### src/logic/socket_ctrl_defines.svh
// socket_ctrl_defines.svh: timing counts and encodings of the card socket control block
// assumes a 10 MHz clk; included by its bare name wherever a figure is needed
`ifndef SOCKET_CTRL_DEFINES_SVH
`define SOCKET_CTRL_DEFINES_SVH

// clock period in ns
`define CLK_PERIOD_NS     100
// least address setup ahead of a strobe, in ns
`define SETUP_TIME_NS     100
// least strobe width, in ns
`define STROBE_TIME_NS    300
// derived cycle counts, least times rounded up
`define SETUP_CYC   ((`SETUP_TIME_NS + `CLK_PERIOD_NS - 1) / `CLK_PERIOD_NS)
`define STROBE_CYC  ((`STROBE_TIME_NS + `CLK_PERIOD_NS - 1) / `CLK_PERIOD_NS)
// width of the phase counter
`define CNT_W             4
// width of the synchronised input vector: six card inputs and a spare
`define SYNC_W            7
// positions in the synchronised input vector
`define SI_WAIT           0
`define SI_READY          1
`define SI_WP             2
`define SI_INPUT_ACKNOWLEDGE         3
`define SI_VS1            4
`define SI_VS2            5
`define SI_SPARE          6

`endif

### src/logic/socket_ctrl_pkg.sv
// socket_ctrl_pkg: types of the card socket control block
// assumes nothing beyond a SystemVerilog compiler
package socket_ctrl_pkg;

   // kind of card cycle asked for by the host side
   typedef enum logic [2:0] {
      CYC_MEM_RD  = 3'h0,  // common memory read
      CYC_MEM_WR  = 3'h1,  // common memory write
      CYC_ATTR_RD = 3'h2,  // attribute memory read
      CYC_ATTR_WR = 3'h3,  // attribute memory write
      CYC_IO_RD   = 3'h4,  // i/o read
      CYC_IO_WR   = 3'h5,  // i/o write
      CYC_DMA_RD  = 3'h6,  // dma from host memory to card
      CYC_DMA_WR  = 3'h7   // dma from card to host memory
   } cyc_kind_t;

   // cycle sequencer states
   typedef enum logic [2:0] {
      ST_IDLE    = 3'h0,  // nothing on the card bus
      ST_SETUP   = 3'h1,  // select lines settle ahead of the strobe
      ST_STROBE  = 3'h2,  // strobe low, stretched by wait
      ST_RECOVER = 3'h3   // strobes released, cycle done
   } cyc_state_t;

   // combined reading of the two voltage-sense lines
   typedef enum logic [1:0] {
      VC_BOTH_LOW  = 2'h0,  // both sense lines low
      VC_SECOND_LO = 2'h1,  // first low, second high
      VC_FIRST_LO  = 2'h2,  // first high, second low
      VC_BOTH_OPEN = 2'h3   // both sense lines high
   } volt_class_t;

endpackage

### src/logic/in_sync.sv
// in_sync: two-flop synchroniser for the card's asynchronous inputs
// assumes inputs arrive from the card pins with no relation to clk
`timescale 1ns/1ns
`include "socket_ctrl_defines.svh"
module in_sync (
   // clock and reset
   input  wire logic                 clk,
   input  wire logic                 rst_n,
   // raw pins and their synchronised copies
   input  wire logic [`SYNC_W-1:0]   pin_in,
   output logic      [`SYNC_W-1:0]   pin_sync
);
   // one two-stage chain per bit; the first stage feeds only the second
   genvar i;
   generate
      for (i = 0; i < `SYNC_W; i = i + 1) begin : g_bit
         logic meta_reg;  // first stage
         logic sync_reg;  // second stage
         always_ff @(posedge clk) begin
            if (!rst_n) begin
               meta_reg <= 1'h1;
               sync_reg <= 1'h1;
            end else begin
               meta_reg <= pin_in[i];
               sync_reg <= meta_reg;
            end
         end
         assign pin_sync[i] = sync_reg;
      end
   endgenerate
endmodule // in_sync

### src/logic/socket_ctrl.sv
// socket_ctrl: control signalling of one 16-bit card socket
// assumes host request logic on clk; card pins are asynchronous to clk
// Operation
// RULE_01 - output enable low on memory reads
// RULE_02 - output enable marks terminal count, dma write
// RULE_03 - memory card ready low while busy
// RULE_04 - i/o card requests service on ready pin
// RULE_05 - attribute select high for common memory
// RULE_06 - attribute select is dma acknowledge with strobes
// RULE_07 - card reset output hard-resets the card
// RULE_08 - wait active holds the cycle open
// RULE_09 - write enable strobes memory write data
// RULE_10 - write enable marks terminal count, dma read
// RULE_11 - card shows write-protect switch state
// RULE_12 - i/o card flags 16-bit port on decode
// RULE_13 - write-protect pin may be dma request
// RULE_14 - two voltage-sense lines decoded together only
// RULE_15 - i/o read strobe for reads, dma write
// RULE_16 - i/o write strobe for writes, dma read
// RULE_17 - input acknowledge answers reads or requests dma
// RULE_18 - strobes and attribute select idle high between cycles
`timescale 1ns/1ns
module socket_ctrl (
   // clock and reset
   input  wire logic                       clk,
   input  wire logic                       rst_n,
   // host request side
   input  wire logic                       req_valid,
   input  socket_ctrl_pkg::cyc_kind_t      req_kind,
   input  wire logic                       req_last,
   output logic                            req_ready,
   output logic                            cyc_done,
   // host control and status
   input  wire logic                       io_mode,
   input  wire logic                       card_reset_req,
   output logic                            card_ready,
   output logic                            card_interrupt_request,
   output logic                            write_protect,
   output logic                            io_port_width_flag,
   output logic                            dma_req_to_card,
   output logic                            dma_req_from_card,
   output logic                            input_acknowledge,
   output socket_ctrl_pkg::volt_class_t    voltage_class,
   // card control outputs, active low except card_reset
   output logic                            oe_n,
   output logic                            we_n,
   output logic                            reg_n,
   output logic                            io_read_strobe_n,
   output logic                            io_write_strobe_n,
   output logic                            card_reset,
   // card inputs, raw pins
   input  wire logic                       ready_pin,
   input  wire logic                       wait_n_pin,
   input  wire logic                       wp_pin,
   input  wire logic                       input_acknowledge_n_pin,
   // voltage-sense pins, two-way; this end only listens
   input  wire logic                       voltage_sense_first_in,
   output logic                            voltage_sense_first_out,
   output logic                            voltage_sense_first_oe,
   input  wire logic                       voltage_sense_second_in,
   output logic                            voltage_sense_second_out,
   output logic                            voltage_sense_second_oe
);
   `include "socket_ctrl_defines.svh"

   // decode of the two sense lines as one pair
   function automatic socket_ctrl_pkg::volt_class_t vs_decode(input logic first,
                                                               input logic second);
      vs_decode = socket_ctrl_pkg::volt_class_t'({first, second});
   endfunction

   // synchronised card inputs
   logic [`SYNC_W-1:0]               pin_raw;    // raw pin vector
   logic [`SYNC_W-1:0]               pin_sync;   // after two flops
   logic                             wait_act;   // card stretching the cycle

   assign pin_raw = {1'h1, voltage_sense_second_in, voltage_sense_first_in,
                     input_acknowledge_n_pin, wp_pin, ready_pin, wait_n_pin};

   in_sync u_sync (
      .clk      (clk),
      .rst_n    (rst_n),
      .pin_in   (pin_raw),
      .pin_sync (pin_sync)
   );

   assign wait_act = !pin_sync[`SI_WAIT];

   // sequencer state
   socket_ctrl_pkg::cyc_state_t      state_reg;  // current state
   socket_ctrl_pkg::cyc_state_t      state_next; // next state
   socket_ctrl_pkg::cyc_kind_t       kind_reg;   // cycle kind held
   logic                             last_reg;   // dma word is the last
   logic [`CNT_W-1:0]                cnt_reg;    // phase countdown
   logic [`CNT_W-1:0]                cnt_next;   // next countdown

   // kind decode of the held cycle
   wire is_mem_rd  = (kind_reg == socket_ctrl_pkg::CYC_MEM_RD);
   wire is_attr_rd = (kind_reg == socket_ctrl_pkg::CYC_ATTR_RD);
   wire is_mem_wr  = (kind_reg == socket_ctrl_pkg::CYC_MEM_WR);
   wire is_attr_wr = (kind_reg == socket_ctrl_pkg::CYC_ATTR_WR);
   wire is_io_rd   = (kind_reg == socket_ctrl_pkg::CYC_IO_RD);
   wire is_io_wr   = (kind_reg == socket_ctrl_pkg::CYC_IO_WR);
   wire is_dma_rd  = (kind_reg == socket_ctrl_pkg::CYC_DMA_RD);
   wire is_dma_wr  = (kind_reg == socket_ctrl_pkg::CYC_DMA_WR);
   wire is_common  = is_mem_rd | is_mem_wr;

   // strobe selection for the held cycle
   wire oe_sel   = is_mem_rd | is_attr_rd | (is_dma_wr & last_reg);  // RULE_01 RULE_02
   wire we_sel   = is_mem_wr | is_attr_wr | (is_dma_rd & last_reg);  // RULE_09 RULE_10
   wire io_read_strobe_sel = is_io_rd | is_dma_wr;                             // RULE_15
   wire io_write_strobe_sel = is_io_wr | is_dma_rd;                             // RULE_16
   wire reg_sel  = !is_common;                                       // RULE_05 RULE_06
   // a cycle taken this clock sets attribute select by its own kind, not the held one
   wire reg_want = (req_valid && req_ready) ?
                   !(req_kind == socket_ctrl_pkg::CYC_MEM_RD ||
                     req_kind == socket_ctrl_pkg::CYC_MEM_WR) : reg_sel;  // RULE_05 RULE_06

   // phases in the next cycle
   wire next_strobe = (state_next == socket_ctrl_pkg::ST_STROBE);
   wire next_busy   = next_strobe | (state_next == socket_ctrl_pkg::ST_SETUP);

   // next state and countdown
   always_comb begin
      state_next = state_reg;
      cnt_next   = cnt_reg;
      case (state_reg)
         socket_ctrl_pkg::ST_IDLE: begin
            if (req_valid && !card_reset) begin
               state_next = socket_ctrl_pkg::ST_SETUP;
               cnt_next   = `CNT_W'(`SETUP_CYC - 1);
            end
         end
         socket_ctrl_pkg::ST_SETUP: begin
            if (cnt_reg == `CNT_W'h0) begin
               state_next = socket_ctrl_pkg::ST_STROBE;
               cnt_next   = `CNT_W'(`STROBE_CYC - 1);
            end else begin
               cnt_next = cnt_reg - `CNT_W'h1;
            end
         end
         socket_ctrl_pkg::ST_STROBE: begin
            // strobe ends only after its least width and once wait is gone
            if (cnt_reg != `CNT_W'h0) begin
               cnt_next = cnt_reg - `CNT_W'h1;
            end else if (!wait_act) begin  // RULE_08
               state_next = socket_ctrl_pkg::ST_RECOVER;
            end
         end
         socket_ctrl_pkg::ST_RECOVER: begin
            state_next = socket_ctrl_pkg::ST_IDLE;
         end
         default: begin
            state_next = socket_ctrl_pkg::ST_IDLE;
         end
      endcase
   end

   // sequencer registers
   always_ff @(posedge clk) begin
      if (!rst_n) begin
         state_reg <= socket_ctrl_pkg::ST_IDLE;
         cnt_reg   <= `CNT_W'h0;
      end else begin
         state_reg <= state_next;
         cnt_reg   <= cnt_next;
      end
   end

   // request capture when accepted
   always_ff @(posedge clk) begin
      if (!rst_n) begin
         kind_reg <= socket_ctrl_pkg::CYC_MEM_RD;
         last_reg <= 1'h0;
      end else if (req_valid && req_ready) begin
         kind_reg <= req_kind;
         last_reg <= req_last;
      end
   end

   // card strobes from flops; all idle high outside a cycle
   always_ff @(posedge clk) begin
      if (!rst_n) begin
         oe_n              <= 1'h1;  // RULE_18
         we_n              <= 1'h1;
         io_read_strobe_n  <= 1'h1;
         io_write_strobe_n <= 1'h1;
         reg_n             <= 1'h1;
      end else begin
         oe_n              <= !(next_strobe && oe_sel);    // RULE_01 RULE_02 RULE_18
         we_n              <= !(next_strobe && we_sel);    // RULE_09 RULE_10 RULE_18
         io_read_strobe_n  <= !(next_strobe && io_read_strobe_sel);  // RULE_15 RULE_18
         io_write_strobe_n <= !(next_strobe && io_write_strobe_sel);  // RULE_16 RULE_18
         reg_n             <= !(next_busy && reg_want);    // RULE_05 RULE_06 RULE_18
      end
   end

   // card reset output and cycle completion
   always_ff @(posedge clk) begin
      if (!rst_n) begin
         card_reset <= 1'h1;
         cyc_done   <= 1'h0;
      end else begin
         card_reset <= card_reset_req;  // RULE_07
         cyc_done   <= (state_reg == socket_ctrl_pkg::ST_STROBE) &&
                       (state_next == socket_ctrl_pkg::ST_RECOVER);
      end
   end

   // handshake: a request is taken only in idle with the card out of reset
   assign req_ready = (state_reg == socket_ctrl_pkg::ST_IDLE) && !card_reset;

   // card status from the synchronised pins
   always_ff @(posedge clk) begin
      if (!rst_n) begin
         card_ready             <= 1'h0;
         card_interrupt_request <= 1'h0;
         write_protect          <= 1'h0;
         io_port_width_flag     <= 1'h0;
         dma_req_to_card        <= 1'h0;
         dma_req_from_card      <= 1'h0;
         input_acknowledge      <= 1'h0;
         voltage_class          <= socket_ctrl_pkg::VC_BOTH_OPEN;
      end else begin
         card_ready             <= !io_mode && pin_sync[`SI_READY];   // RULE_03
         card_interrupt_request <= io_mode && !pin_sync[`SI_READY];   // RULE_04
         write_protect          <= !io_mode && pin_sync[`SI_WP];      // RULE_11
         io_port_width_flag     <= io_mode && !pin_sync[`SI_WP];      // RULE_12
         dma_req_to_card        <= pin_sync[`SI_WP];                  // RULE_13
         dma_req_from_card      <= pin_sync[`SI_INPUT_ACKNOWLEDGE];              // RULE_17
         input_acknowledge      <= !pin_sync[`SI_INPUT_ACKNOWLEDGE];             // RULE_17
         voltage_class          <= vs_decode(pin_sync[`SI_VS1],
                                             pin_sync[`SI_VS2]);     // RULE_14
      end
   end

   // sense pins are only read here
   assign voltage_sense_first_out  = 1'h0;
   assign voltage_sense_first_oe   = 1'h0;
   assign voltage_sense_second_out = 1'h0;
   assign voltage_sense_second_oe  = 1'h0;

   // checks on the card-facing behaviour
   property p_idle_quiet;
      @(posedge clk) disable iff (!rst_n)
      (state_reg == socket_ctrl_pkg::ST_IDLE) |=>
         $past(state_next) != socket_ctrl_pkg::ST_IDLE ||
         (oe_n && we_n && reg_n && io_read_strobe_n && io_write_strobe_n);
   endproperty
   a_idle_quiet: assert property (p_idle_quiet) else $error("strobe active outside a cycle"); // RULE_18

   property p_oe_cause;
      @(posedge clk) disable iff (!rst_n)
      !oe_n |-> state_reg == socket_ctrl_pkg::ST_STROBE && oe_sel;
   endproperty
   a_oe_cause: assert property (p_oe_cause) else $error("output enable without cause"); // RULE_01

   property p_dma_wr_tc;
      @(posedge clk) disable iff (!rst_n)
      state_reg == socket_ctrl_pkg::ST_STROBE && is_dma_wr && last_reg |-> !oe_n && we_n;
   endproperty
   a_dma_wr_tc: assert property (p_dma_wr_tc) else $error("dma write count missing"); // RULE_02

   property p_dma_rd_tc;
      @(posedge clk) disable iff (!rst_n)
      state_reg == socket_ctrl_pkg::ST_STROBE && is_dma_rd && last_reg |-> !we_n && oe_n;
   endproperty
   a_dma_rd_tc: assert property (p_dma_rd_tc) else $error("dma read count missing"); // RULE_10

   property p_common_reg;
      @(posedge clk) disable iff (!rst_n)
      state_reg != socket_ctrl_pkg::ST_IDLE && is_common |-> reg_n;
   endproperty
   a_common_reg: assert property (p_common_reg) else $error("attribute select on common access"); // RULE_05

   property p_dma_acknowledge;
      @(posedge clk) disable iff (!rst_n)
      state_reg == socket_ctrl_pkg::ST_STROBE && (is_dma_rd || is_dma_wr) |->
         !reg_n && (is_dma_rd ? !io_write_strobe_n : !io_read_strobe_n);
   endproperty
   a_dma_acknowledge: assert property (p_dma_acknowledge) else $error("dma acknowledge or strobe missing"); // RULE_06

   property p_wait_hold;
      @(posedge clk) disable iff (!rst_n)
      state_reg == socket_ctrl_pkg::ST_STROBE && cnt_reg == `CNT_W'h0 && wait_act |=>
         state_reg == socket_ctrl_pkg::ST_STROBE && !cyc_done;
   endproperty
   a_wait_hold: assert property (p_wait_hold) else $error("cycle ended during wait"); // RULE_08

   property p_strobe_width;
      @(posedge clk) disable iff (!rst_n)
      $rose(state_reg == socket_ctrl_pkg::ST_STROBE) |->
         (state_reg == socket_ctrl_pkg::ST_STROBE) [*3];
   endproperty
   a_strobe_width: assert property (p_strobe_width) else $error("strobe too short"); // RULE_09

   property p_reset_follow;
      @(posedge clk) disable iff (!rst_n)
      card_reset_req |=> card_reset ##0 req_ready == 1'h0;
   endproperty
   a_reset_follow: assert property (p_reset_follow) else $error("card reset not driven"); // RULE_07

   property p_vs_pair;
      @(posedge clk) disable iff (!rst_n)
      1'h1 |=> voltage_class == vs_decode($past(pin_sync[`SI_VS1]), $past(pin_sync[`SI_VS2]));
   endproperty
   a_vs_pair: assert property (p_vs_pair) else $error("voltage class not from both lines"); // RULE_14

   // main scenarios
   c_mem_read: cover property (@(posedge clk) disable iff (!rst_n) !oe_n && reg_n);
   c_io_write: cover property (@(posedge clk) disable iff (!rst_n) !io_write_strobe_n && !reg_n);
   c_dma_tc:   cover property (@(posedge clk) disable iff (!rst_n) !we_n && !io_write_strobe_n);
   c_waited:   cover property (@(posedge clk) disable iff (!rst_n)
                               state_reg == socket_ctrl_pkg::ST_STROBE && cnt_reg == `CNT_W'h0
                               && wait_act);
endmodule // socket_ctrl

### config.mk
export PLATFORM = sky130hd
export DESIGN_NAME = socket_ctrl
export DESIGN_NICKNAME = d
export VERILOG_FILES = /design/src/logic/socket_ctrl_pkg.sv /design/src/logic/in_sync.sv /design/src/logic/socket_ctrl.sv
export VERILOG_INCLUDE_DIRS = /design/src /design/src/logic
export SDC_FILE = /design/constraint.sdc
export NUM_CORES = 1
export LEC_CHECK = 0
export BUFFER_PORTS_ARGS = -buffer_cell sky130_fd_sc_hd__buf_4
export CAP_MARGIN = 30
export CORE_ASPECT_RATIO = 1.25
export CORE_MARGIN = 2
export CORE_UTILIZATION = 32
export CTS_CLUSTER_SIZE = 8
export DETAILED_ROUTE_END_ITERATION = 8
export PLACE_DENSITY = 0.52
export SYNTH_ARGS = -nofsm -noshare
export SYNTH_HDL_FRONTEND = slang
export SYNTH_SLANG_ARGS = --single-unit
### constraint.sdc
create_clock -name clk -period 2.1 [get_ports clk]
set_clock_uncertainty 0.1 [all_clocks]
set_input_delay 0.525 -clock clk [delete_from_list [all_inputs] [get_ports clk]]
set_output_delay 0.525 -clock clk [all_outputs]
set_load 0.02 [all_outputs]
==> impl_metrics.csv, run 1 <==
group,metric,value,unit
floorplan,core_area,4131,um^2
floorplan,row_count,26,
setup_path,reg2reg_to,"io_read_strobe_n",
placement,dp.cells,222,
floorplan,io-pin-count,36,
placement,placed_area,1695,um^2
logic_synthesis,synth_compound_area_share,6.956,%
timing,fin_tns_setup,0,ns
clocking,cts.path.max_buffers,2,
logic_synthesis,syn-cell-area,1385,um^2
logic_synthesis,ys_top_cells_by_area,"dfxtp_1, nand2b_1, nand2_1, nand3_1, a21oi_1",
clocking,cts_setup_buffers,0,
logic_synthesis,yosysMostFrequentCell,"dfxtp_1",
timing,setup_viol_count_final,0,
logic_synthesis,synth_top_family_by_area,"simple AND/OR/NAND/NOR gates",
route,wl_met1,1.120,mm
setup_path,critPathMaxFanout,6,
route,vias,1011,
timing,hold_viol_final,0,
timing,timing.final.crit_share,89.89,%
clocking,cts_max_level,2,
grt,grt_first_pass_wirelength,4.291,mm
timing,fin_ws,0.2123,ns
route,postRouteAntennaNets,0,
min_path,holdPathStages,2,
setup_path,rrSetupSlack,0.37,ns
setup_path,crit_path_start,"state_reg[2]",
logic_synthesis,synth_common_cells,"dfxtp_1, nand2b_1, nand2_1",
setup_path,start_kind,"flop",
clocking,path_clk_slew,0.07,ns
cells_and_area,diodes,0,
route,post_drt_via_cell_ratio,4.396,
logic_synthesis,synthFlopType,"dfxtp_1",
route,first_iter_violations,33,
logic_synthesis,synth_fa_ha_area_share,1.807,%
grt,antenna_found_initial,0,
clocking,clk_latency,0.29,ns
floorplan,die_height,77.56,um
setup_path,critPathArrivalTime,1.26,ns
floorplan,start_util,33.53,%
cells_and_area,drive_above_1_share,27.59,%
logic_synthesis,muxShareOfSynthArea,2.891,%
logic_synthesis,ys_warn_count,0,
logic_synthesis,yosysSeqAreaShare,56.37,%
route,wire_per_inst,10.93,um
power,power_per_cell_area,892.4,nW/um^2
grt,grt_max_degree,23,
route,first_pass_iters,4,
power,vdd_ir_drop_max,0.4004,mV
logic_synthesis,ys_ff_latch,39,
clocking,numCtsBuffers,5,
grt,overflow,0,
min_path,hp-class,"input port to flop",
cells_and_area,fillCellCount,414,
cells_and_area,syn_to_final_growth,31.98,%
placement,io_buffers,31,
floorplan,die_area,4874,um^2
logic_synthesis,synthSimpleGateAreaFrac,26.92,%
placement,gp_congestion,0.7263,
floorplan,fp.dieW,62.85,um
grt,track_usage,11.36,%
setup_path,endpoint,"req_ready",
timing,rsz0062_at_grt,"false",
setup_path,crit_type,"flop to primary output",
cells_and_area,final_cell_area,1828,um^2
route,wl_met3,135,um
clocking,clock-sinks,39,
placement,hpwlAfterDp,1.888,mm
clocking,cts_root_buf,"clkbuf_8",
cells_and_area,nNetsFinal,190,
route,drc,0,
outcome,outcome,"completed",
timing,fmax,0.5297,GHz
job,maxCapViolCount,0,
setup_path,end_kind,"primary output",
setup_path,reg2reg_depth,4,
route,wirelength,2.515,mm
logic_synthesis,yosysTopAreaCellShare,56.37,%
cells_and_area,instances_no_fill,230,
logic_synthesis,avgSynthCellArea,10.41,um^2
logic_synthesis,synthXorXnorAreaFrac,1.265,%
route,routed.top_layer,"met4",
logic_synthesis,ys_async_sr_fraction,0,%
clocking,cts_resized,0,
timing,period_needed,1.888,ns
route,dr_wl_met2,1.203,mm
cells_and_area,final_core_util,44.25,%
logic_synthesis,synth_edf_count,0,
setup_path,crit_required,1.47,ns
timing,slew_violations,0,
clocking,ctsHoldBuffers,0,
placement,dp_slack,0.3927,ns
logic_synthesis,netlist-cell-type-count,30,
setup_path,rr_startpoint,"state_reg[1]",
grt,grt_pass1_vias,992,
logic_synthesis,yosys.area.top_type,"dfxtp_1",
logic_synthesis,syn_inst,133,
power,p_leak,0.7300,nW
clocking,cts_tree,"done",
-- per-layer routing --
layer / GRT usage (%) / up-vias
li1: - / 520
met1: 12.57 / 459
met2: 18.92 / 26
met3: 4.203 / 6
met4: 6.000 / 0
met5: 0 / -
-- worst min-delay path by stage --
stage | from | endpoint
floorplan | u_sync.g_bit[1].sync_reg | card_interrupt_request
global route | wait_n_pin | u_sync.g_bit[0].meta_reg
finish | wait_n_pin | u_sync.g_bit[0].meta_reg
global placement | u_sync.g_bit[0].meta_reg | u_sync.g_bit[0].sync_reg
detailed placement | u_sync.g_bit[5].meta_reg | u_sync.g_bit[5].sync_reg
CTS | voltage_sense_second_in | u_sync.g_bit[5].meta_reg
-- per-stage QoR --
step,hold slack (ns),power (mW)
after floorplan,0.2834,0.8694
after global placement,0.2903,0.9193
after detailed placement,0.2936,0.9216
after CTS,0.3007,1.650
after global routing,0.2984,1.700
final,0.3101,1.631
-- area by class of cell --
cell class / instances / area [um^2] / area share (%)
clock buffers: 6 / 72.57 / 3.970
flip-flops and latches: 39 / 780.7 / 42.71
clock inverters: 2 / 60.06 / 3.285
repair buffers: 35 / 262.8 / 14.37
inverters: 3 / 11.26 / 0.6160
multi-input cells: 89 / 570.5 / 31.21
well taps: 56 / 70.07 / 3.833
-- critical path, cell delays in order (launching register included) --
cell and delay [ns]:
dfxtp_1 0.39, nor4_4 0.38, buf_4 0.20
-- where the power goes --
| group | internal (mW) | switching (mW) |
|---|---|---|
| Combinational | 0.0606 | 0.0629 |
| Sequential | 0.765 | 0.0145 |
| Clock | 0.475 | 0.254 |
-- logic make-up after synthesis --
logic type / Yosys count
buffers and inverters: 9
xor gates and xnor gates: 2
DFF: 39
and+or+nand+nor: 62
other: 1
AOI/OAI and AO/OA: 14
adders and majority gates: 2
muxes: 4
-- layout by cell type (no fill, tap or decap) --
master,n
a21oi_1,8
a21oi_2,1
a311oi_1,1
and2_1,3
and3_1,1
buf_4,35
bufinv_16,2
clkbuf_1,1
clkbuf_8,5
clkinv_1,1
conb_1,5
dfxtp_1,39
ha_1,2
inv_1,2
mux2i_1,4
nand2_1,13
nand2b_1,15
nand3_1,9
nand3b_1,4
nand4bb_1,1
nor2_1,5
nor2b_1,2
nor3_1,1
nor3b_1,4
nor3b_2,2
nor4_1,1
nor4_4,1
o21a_1,1
o22ai_1,1
o2bb2ai_2,1
o31a_2,1
xnor2_1,2
Note: power is estimated with default switching activity, not from simulation.
==> run 2, diff against run 1 <==
- ABC_AREA: unset -> 1
- CORE_UTILIZATION: 32 -> 41
- PLACE_DENSITY: 0.52 -> 0.63
==> run 2 against run 1 <==
  * Clock power decreased by 16%
  * Highest routed layer unchanged
  * Sequential power about the same
  * Synthesized cell count increased by 26%
  * First-iteration DRC count increased by 67%
  * Sequential cell count unchanged
  * Largest power group unchanged
  * Combinational power increased by 3%
  * Critical endpoint unchanged
  * Final cell count increased by 5.2%
==> impl_metrics.csv, run 2 <==
group,metric,value,unit
timing,slew_violations,0,
logic_synthesis,synth_edf_count,0,
route,post_drt_via_cell_ratio,4.711,
timing,rsz0062_at_grt,"false",
min_path,hp-class,"input port to flop",
power,power_per_cell_area,843.1,nW/um^2
route,wirelength,2.709,mm
clocking,cts_max_level,2,
power,seqPwrFrac,51.2,%
setup_path,crit_family,"simple AND/OR/NAND/NOR gates",
setup_path,start_kind,"flop",
power,pwr-share-comb,8.4,%
clocking,clk_latency,0.29,ns
logic_synthesis,ys_ff_latch,39,
route,postRouteAntennaNets,0,
setup_path,max_stage_delay,0.37,ns
logic_synthesis,synth_common_cells,"dfxtp_1, nand2_1, nor2_1",
grt,antenna_found_initial,0,
logic_synthesis,netlist-cell-type-count,23,
grt,overflow,0,
logic_synthesis,ys_top_cells_by_area,"dfxtp_1, nand2_1, or2_2, nor2_1, inv_1",
clocking,clock-sinks,39,
grt,track_usage,14.85,%
clocking,numCtsBuffers,5,
logic_synthesis,yosysTopAreaCellShare,54.45,%
clocking,cts.path.max_buffers,2,
setup_path,crit_type,"flop to primary output",
logic_synthesis,ys_async_sr_fraction,0,%
floorplan,row_count,24,
power,p_int,1.174,mW
setup_path,critPathArrivalTime,1.18,ns
route,vias,1140,
outcome,outcome,"completed",
clocking,cts_resized,0,
setup_path,cp.buffers_inverters,1,
timing,fin_tns_setup,0,ns
logic_synthesis,syn-cell-area,1434,um^2
cells_and_area,fillCellCount,340,
logic_synthesis,syn_inst,167,
logic_synthesis,yosys.area.top_type,"dfxtp_1",
cells_and_area,multi_input_area,570.5,um^2
power,p_clk_share,40.3,%
cells_and_area,diodes,0,
cells_and_area,drive_above_1_share,31.53,%
logic_synthesis,yosysSeqAreaShare,54.45,%
placement,io_buffers,31,
grt,grt_max_degree,22,
floorplan,core_area,3423,um^2
setup_path,path_cells,"nor2_2 > nand2_1 > nor2_1 > buf_4",
floorplan,die_height,70.12,um
placement,hpwlAfterDp,2.042,mm
timing,hold_slack,0.2949,ns
floorplan,start_util,41.89,%
placement,gp_congestion,0.8573,
logic_synthesis,synthFlopType,"dfxtp_1",
setup_path,crit_slowest_cell,"dfxtp_1",
setup_path,critPathMaxFanout,5,
route,first_pass_iters,4,
grt,grt_first_pass_wirelength,4.533,mm
setup_path,end_kind,"primary output",
timing,fmax,0.5541,GHz
logic_synthesis,avgSynthCellArea,8.586,um^2
cells_and_area,nNetsFinal,219,
cells_and_area,seqCellArea,780.7,um^2
cells_and_area,syn_to_final_growth,25.65,%
cells_and_area,final_common_cell,"dfxtp_1",
timing,timing.final.crit_share,85.95,%
timing,hold_viol_final,0,
power,p_sw_share,22.69,%
route,drc,0,
power,p_sw,0.3446,mW
setup_path,crit_required,1.47,ns
job,maxCapViolCount,0,
clocking,path_clk_slew,0.07,ns
route,wire_per_inst,11.19,um
logic_synthesis,ys_warn_count,0,
grt,grt_pass1_vias,1083,
route,first_iter_violations,55,
floorplan,fp.dieW,56.90,um
floorplan,io-pin-count,36,
logic_synthesis,yosysMostFrequentCell,"dfxtp_1",
cells_and_area,layout_common_cells,"dfxtp_1, buf_4, nand2_1, nor2_1, or2_2",
clocking,cts_tree,"done",
power,vdd_ir_drop_max,0.6873,mV
timing,setup_viol_count_final,0,
floorplan,die_area,3989,um^2
clocking,cts_root_buf,"clkbuf_8",
power,p_leak,0.8430,nW
clocking,cts_setup_buffers,0,
clocking,ctsHoldBuffers,0,
timing,period_needed,1.805,ns
run 2: area by class of cell:
cell class                      count  share of cell area (%)
Clock inverter                      3                   2.431
Multi-Input combinational cell    110                   31.67
Tap cell                           39                   2.708
Clock buffer                        5                   3.819
Sequential cell                    39                   43.33
Inverter                           15                   3.125
Timing Repair Buffer               31                   12.92
run 2: final timing paths:
kind	start	slack, ns	cells past startpoint	endpoint
setup / recovery	state_reg[2]	0.30	4	req_ready
hold / removal	io_mode	0.29	2	card_ready
setup reg to reg	cnt_reg[0]	0.54	9	we_n
hold reg to reg	u_sync.g_bit[0].meta_reg	0.32	1	u_sync.g_bit[0].sync_reg
run 2: logic make-up after synthesis:
| group | Yosys count | synth area share [%] |
|---|---|---|
| buffers and inverters | 22 | 6.807 |
| and+or+nand+nor | 84 | 29.41 |
| xor gates and xnor gates | 2 | 1.222 |
| AOI/OAI and AO/OA | 17 | 6.108 |
| other | 1 | 0.2615 |
| DFF | 39 | 54.45 |
| adders and majority gates | 2 | 1.745 |
run 2: worst reg2reg max path, delay by kind of cell (launching register included):
family                     cells  cell delay, ns
adders and majority gates      1            0.18
buffers and inverters          2            0.15
DFF                            1            0.32
and+or+nand+nor                6            0.70
run 2: through the flow:
stage	setup WS (ns)	power (mW)	cells	instance area (um^2)	utilization, %
floorplan	0.5956	0.8783	171	1449	-
global placement	0.5479	0.9204	234	1689	49.34
detailed placement	0.5378	0.9240	234	1689	49.34
CTS	0.2827	1.537	242	1802	52.63
global route	0.2206	1.583	242	1802	52.63
finish	0.2951	1.519	242	1802	52.63
run 2: power groups by stage:
stage	registers, mW	logic [mW]	clock network [mW]
2_1_floorplan	0.803	0.0751	0
3_3_place_gp	0.795	0.126	0
3_5_place_dp	0.795	0.129	0
4_1_cts	0.778	0.129	0.630
5_1_grt	0.781	0.143	0.660
6_report	0.778	0.128	0.613
run 2: routing by layer:
metal | GRT usage (%) | part of all wire (%) | up-vias
met1 | 15.83 | 43 | 521
met4 | 7.494 | 2.3 | 0
met3 | 5.185 | 5.4 | 6
met2 | 25.42 | 50 | 27
met5 | 0 | 0 | -
li1 | - | - | 586
==> run 3, diff against run 2 <==
- PLACE_DENSITY: 0.63 -> 0.62
- RECOVER_POWER: unset -> 100
- SYNTH_HIERARCHICAL: unset -> 1
==> run 3 against run 2 <==
  * Sequential cell count stayed put
  * Critical path depth unchanged
  * Register-to-register slack worse by 0.09 ns
  * Critical endpoint unchanged
  * Global-route usage down 0.83 points
==> impl_metrics.csv, run 3 <==
group,metric,value,unit
clocking,cts.path.max_buffers,2,
setup_path,critPathArrivalTime,1.23,ns
placement,io_buffers,31,
cells_and_area,final_common_cell,"dfxtp_1",
floorplan,die_height,72.42,um
cells_and_area,diodes,0,
route,first_pass_iters,4,
route,vias,1133,
route,wire_per_inst,10.18,um
power,p_leak,0.8660,nW
logic_synthesis,syn_inst,188,
clocking,clock-sinks,39,
power,vdd_ir_drop_max,0.4446,mV
grt,grt_pass1_vias,1071,
setup_path,crit_path_start,"state_reg[2]",
setup_path,critPathMostFrequentCell,"nor2_1",
clocking,numCtsBuffers,5,
cells_and_area,drive_above_1_share,15.60,%
job,maxCapViolCount,0,
clocking,path_clk_slew,0.08,ns
grt,overflow,0,
timing,hold_viol_final,0,
timing,slew_violations,0,
grt,grt_first_pass_wirelength,4.436,mm
clocking,cts_root_buf,"clkbuf_8",
timing,rsz0062_at_grt,"false",
floorplan,io-pin-count,36,
timing,period_needed,1.852,ns
power,p_clk_share,37.7,%
timing,fmax,0.5401,GHz
power,power_per_cell_area,830.8,nW/um^2
placement,gp_congestion,0.7427,
floorplan,row_count,24,
timing,timing.final.crit_share,88.17,%
setup_path,crit_type,"flop to primary output",
grt,grt_max_degree,22,
route,first_iter_violations,23,
floorplan,fp.dieW,58.73,um
logic_synthesis,avgSynthCellArea,8.166,um^2
setup_path,crit_slowest_cell,"dfxtp_1",
clocking,cts_resized,0,
clocking,cts_max_level,2,
clocking,ctsHoldBuffers,0,
route,wirelength,2.617,mm
timing,setup_viol_count_final,0,
power,pwr-share-comb,8.5,%
cells_and_area,layout_common_cells,"dfxtp_1, nand2_1, inv_1, nor2_1, clkbuf_1",
route,post_drt_via_cell_ratio,4.409,
grt,track_usage,14.02,%
placement,dp.cells,249,
cells_and_area,instances_no_fill,257,
logic_synthesis,ys_warn_count,6,
logic_synthesis,syn-cell-area,1535,um^2
setup_path,critPathMaxFanout,4,
clocking,clk_latency,0.29,ns
route,drc,0,
cells_and_area,syn_to_final_growth,13.61,%
setup_path,end_kind,"primary output",
timing,fin_tns_setup,0,ns
setup_path,max_stage_delay,0.35,ns
clocking,cts_setup_buffers,0,
power,p_sw_share,23.37,%
floorplan,core_area,3543,um^2
clocking,cts_tree,"done",
outcome,outcome,"completed",
cells_and_area,nNetsFinal,234,
setup_path,rr_startpoint,"cnt_reg[0]",
power,p_int,1.110,mW
min_path,hp-class,"input port to flop",
power,p_sw,0.3387,mW
placement,hpwlAfterDp,1.947,mm
floorplan,die_area,4253,um^2
setup_path,path_cells,"nor2_1 > nand2_1 > nor2_1 > buf_4",
power,seqPwrFrac,53.7,%
setup_path,crit_required,1.47,ns
route,postRouteAntennaNets,0,
min_path,hp-start,"io_mode",
setup_path,start_kind,"flop",
grt,antenna_found_initial,0,
floorplan,start_util,43.33,%
-- run 3: cell count changes in the layout (fill, tap and decap cells not counted), moves of 6 or more --
cell and delta:
buf_4 -16, clkbuf_1 +16, inv_1 +17, nand2_1 +10, nor2_1 +6, or2_2 -13
-- run 3: worst paths after layout --
path,slack [ns],depth (start not counted),end
setup reg to reg,0.45,8,cnt_reg[0]
setup / recovery,0.25,4,req_ready
hold reg to reg,0.30,2,u_sync/g_bit[0].sync_reg
hold / removal,0.30,2,card_ready
-- run 3: layout make-up --
class | count | area (um^2)
fillers | 367 | 1799
flip-flops and latches | 39 | 780.7
multi-input cells | 108 | 518.0
repair buffers | 31 | 172.7
inverters | 32 | 120.1
clock buffers | 7 | 96.34
well taps | 39 | 48.80
clock inverters | 1 | 7.507
-- run 3: critical path, delay by kind of cell, from the launching register on --
| kind | cells | cell delay [ns] |
|---|---|---|
| flops | 1 | 0.35 |
| buf+inv | 1 | 0.16 |
| simple gates | 3 | 0.43 |
-- run 3: routing by layer --
layer | GRT usage (%) | vias to the layer above | wire (um)
met5 | 0 | - | 0
met4 | 6.313 | 0 | 42
li1 | - | 612 | -
met2 | 23.95 | 23 | 1342
met3 | 4.813 | 4 | 134
met1 | 15.44 | 494 | 1097
-- run 3: power groups by stage --
stage,registers (mW),clock network (mW),logic [mW]
floorplan,0.803,0,0.0918
global placement,0.795,0,0.136
detailed placement,0.796,0,0.136
CTS,0.779,0.564,0.137
global route,0.781,0.600,0.143
finish,0.779,0.547,0.124
-- run 3: stage by stage --
stage | worst slack, ns | util [%] | power [mW] | hold slack (ns) | area [um^2]
3_3_place_gp | 0.5413 | 48.98 | 0.9312 | 0.2812 | 1735
5_1_grt | 0.1588 | 49.22 | 1.523 | 0.2954 | 1744
2_1_floorplan | 0.6051 | - | 0.8948 | 0.2795 | 1550
4_1_cts | 0.2741 | 51.91 | 1.480 | 0.2946 | 1839
6_report | 0.2484 | 49.22 | 1.449 | 0.2988 | 1744
3_5_place_dp | 0.5260 | 48.98 | 0.9323 | 0.2875 | 1735
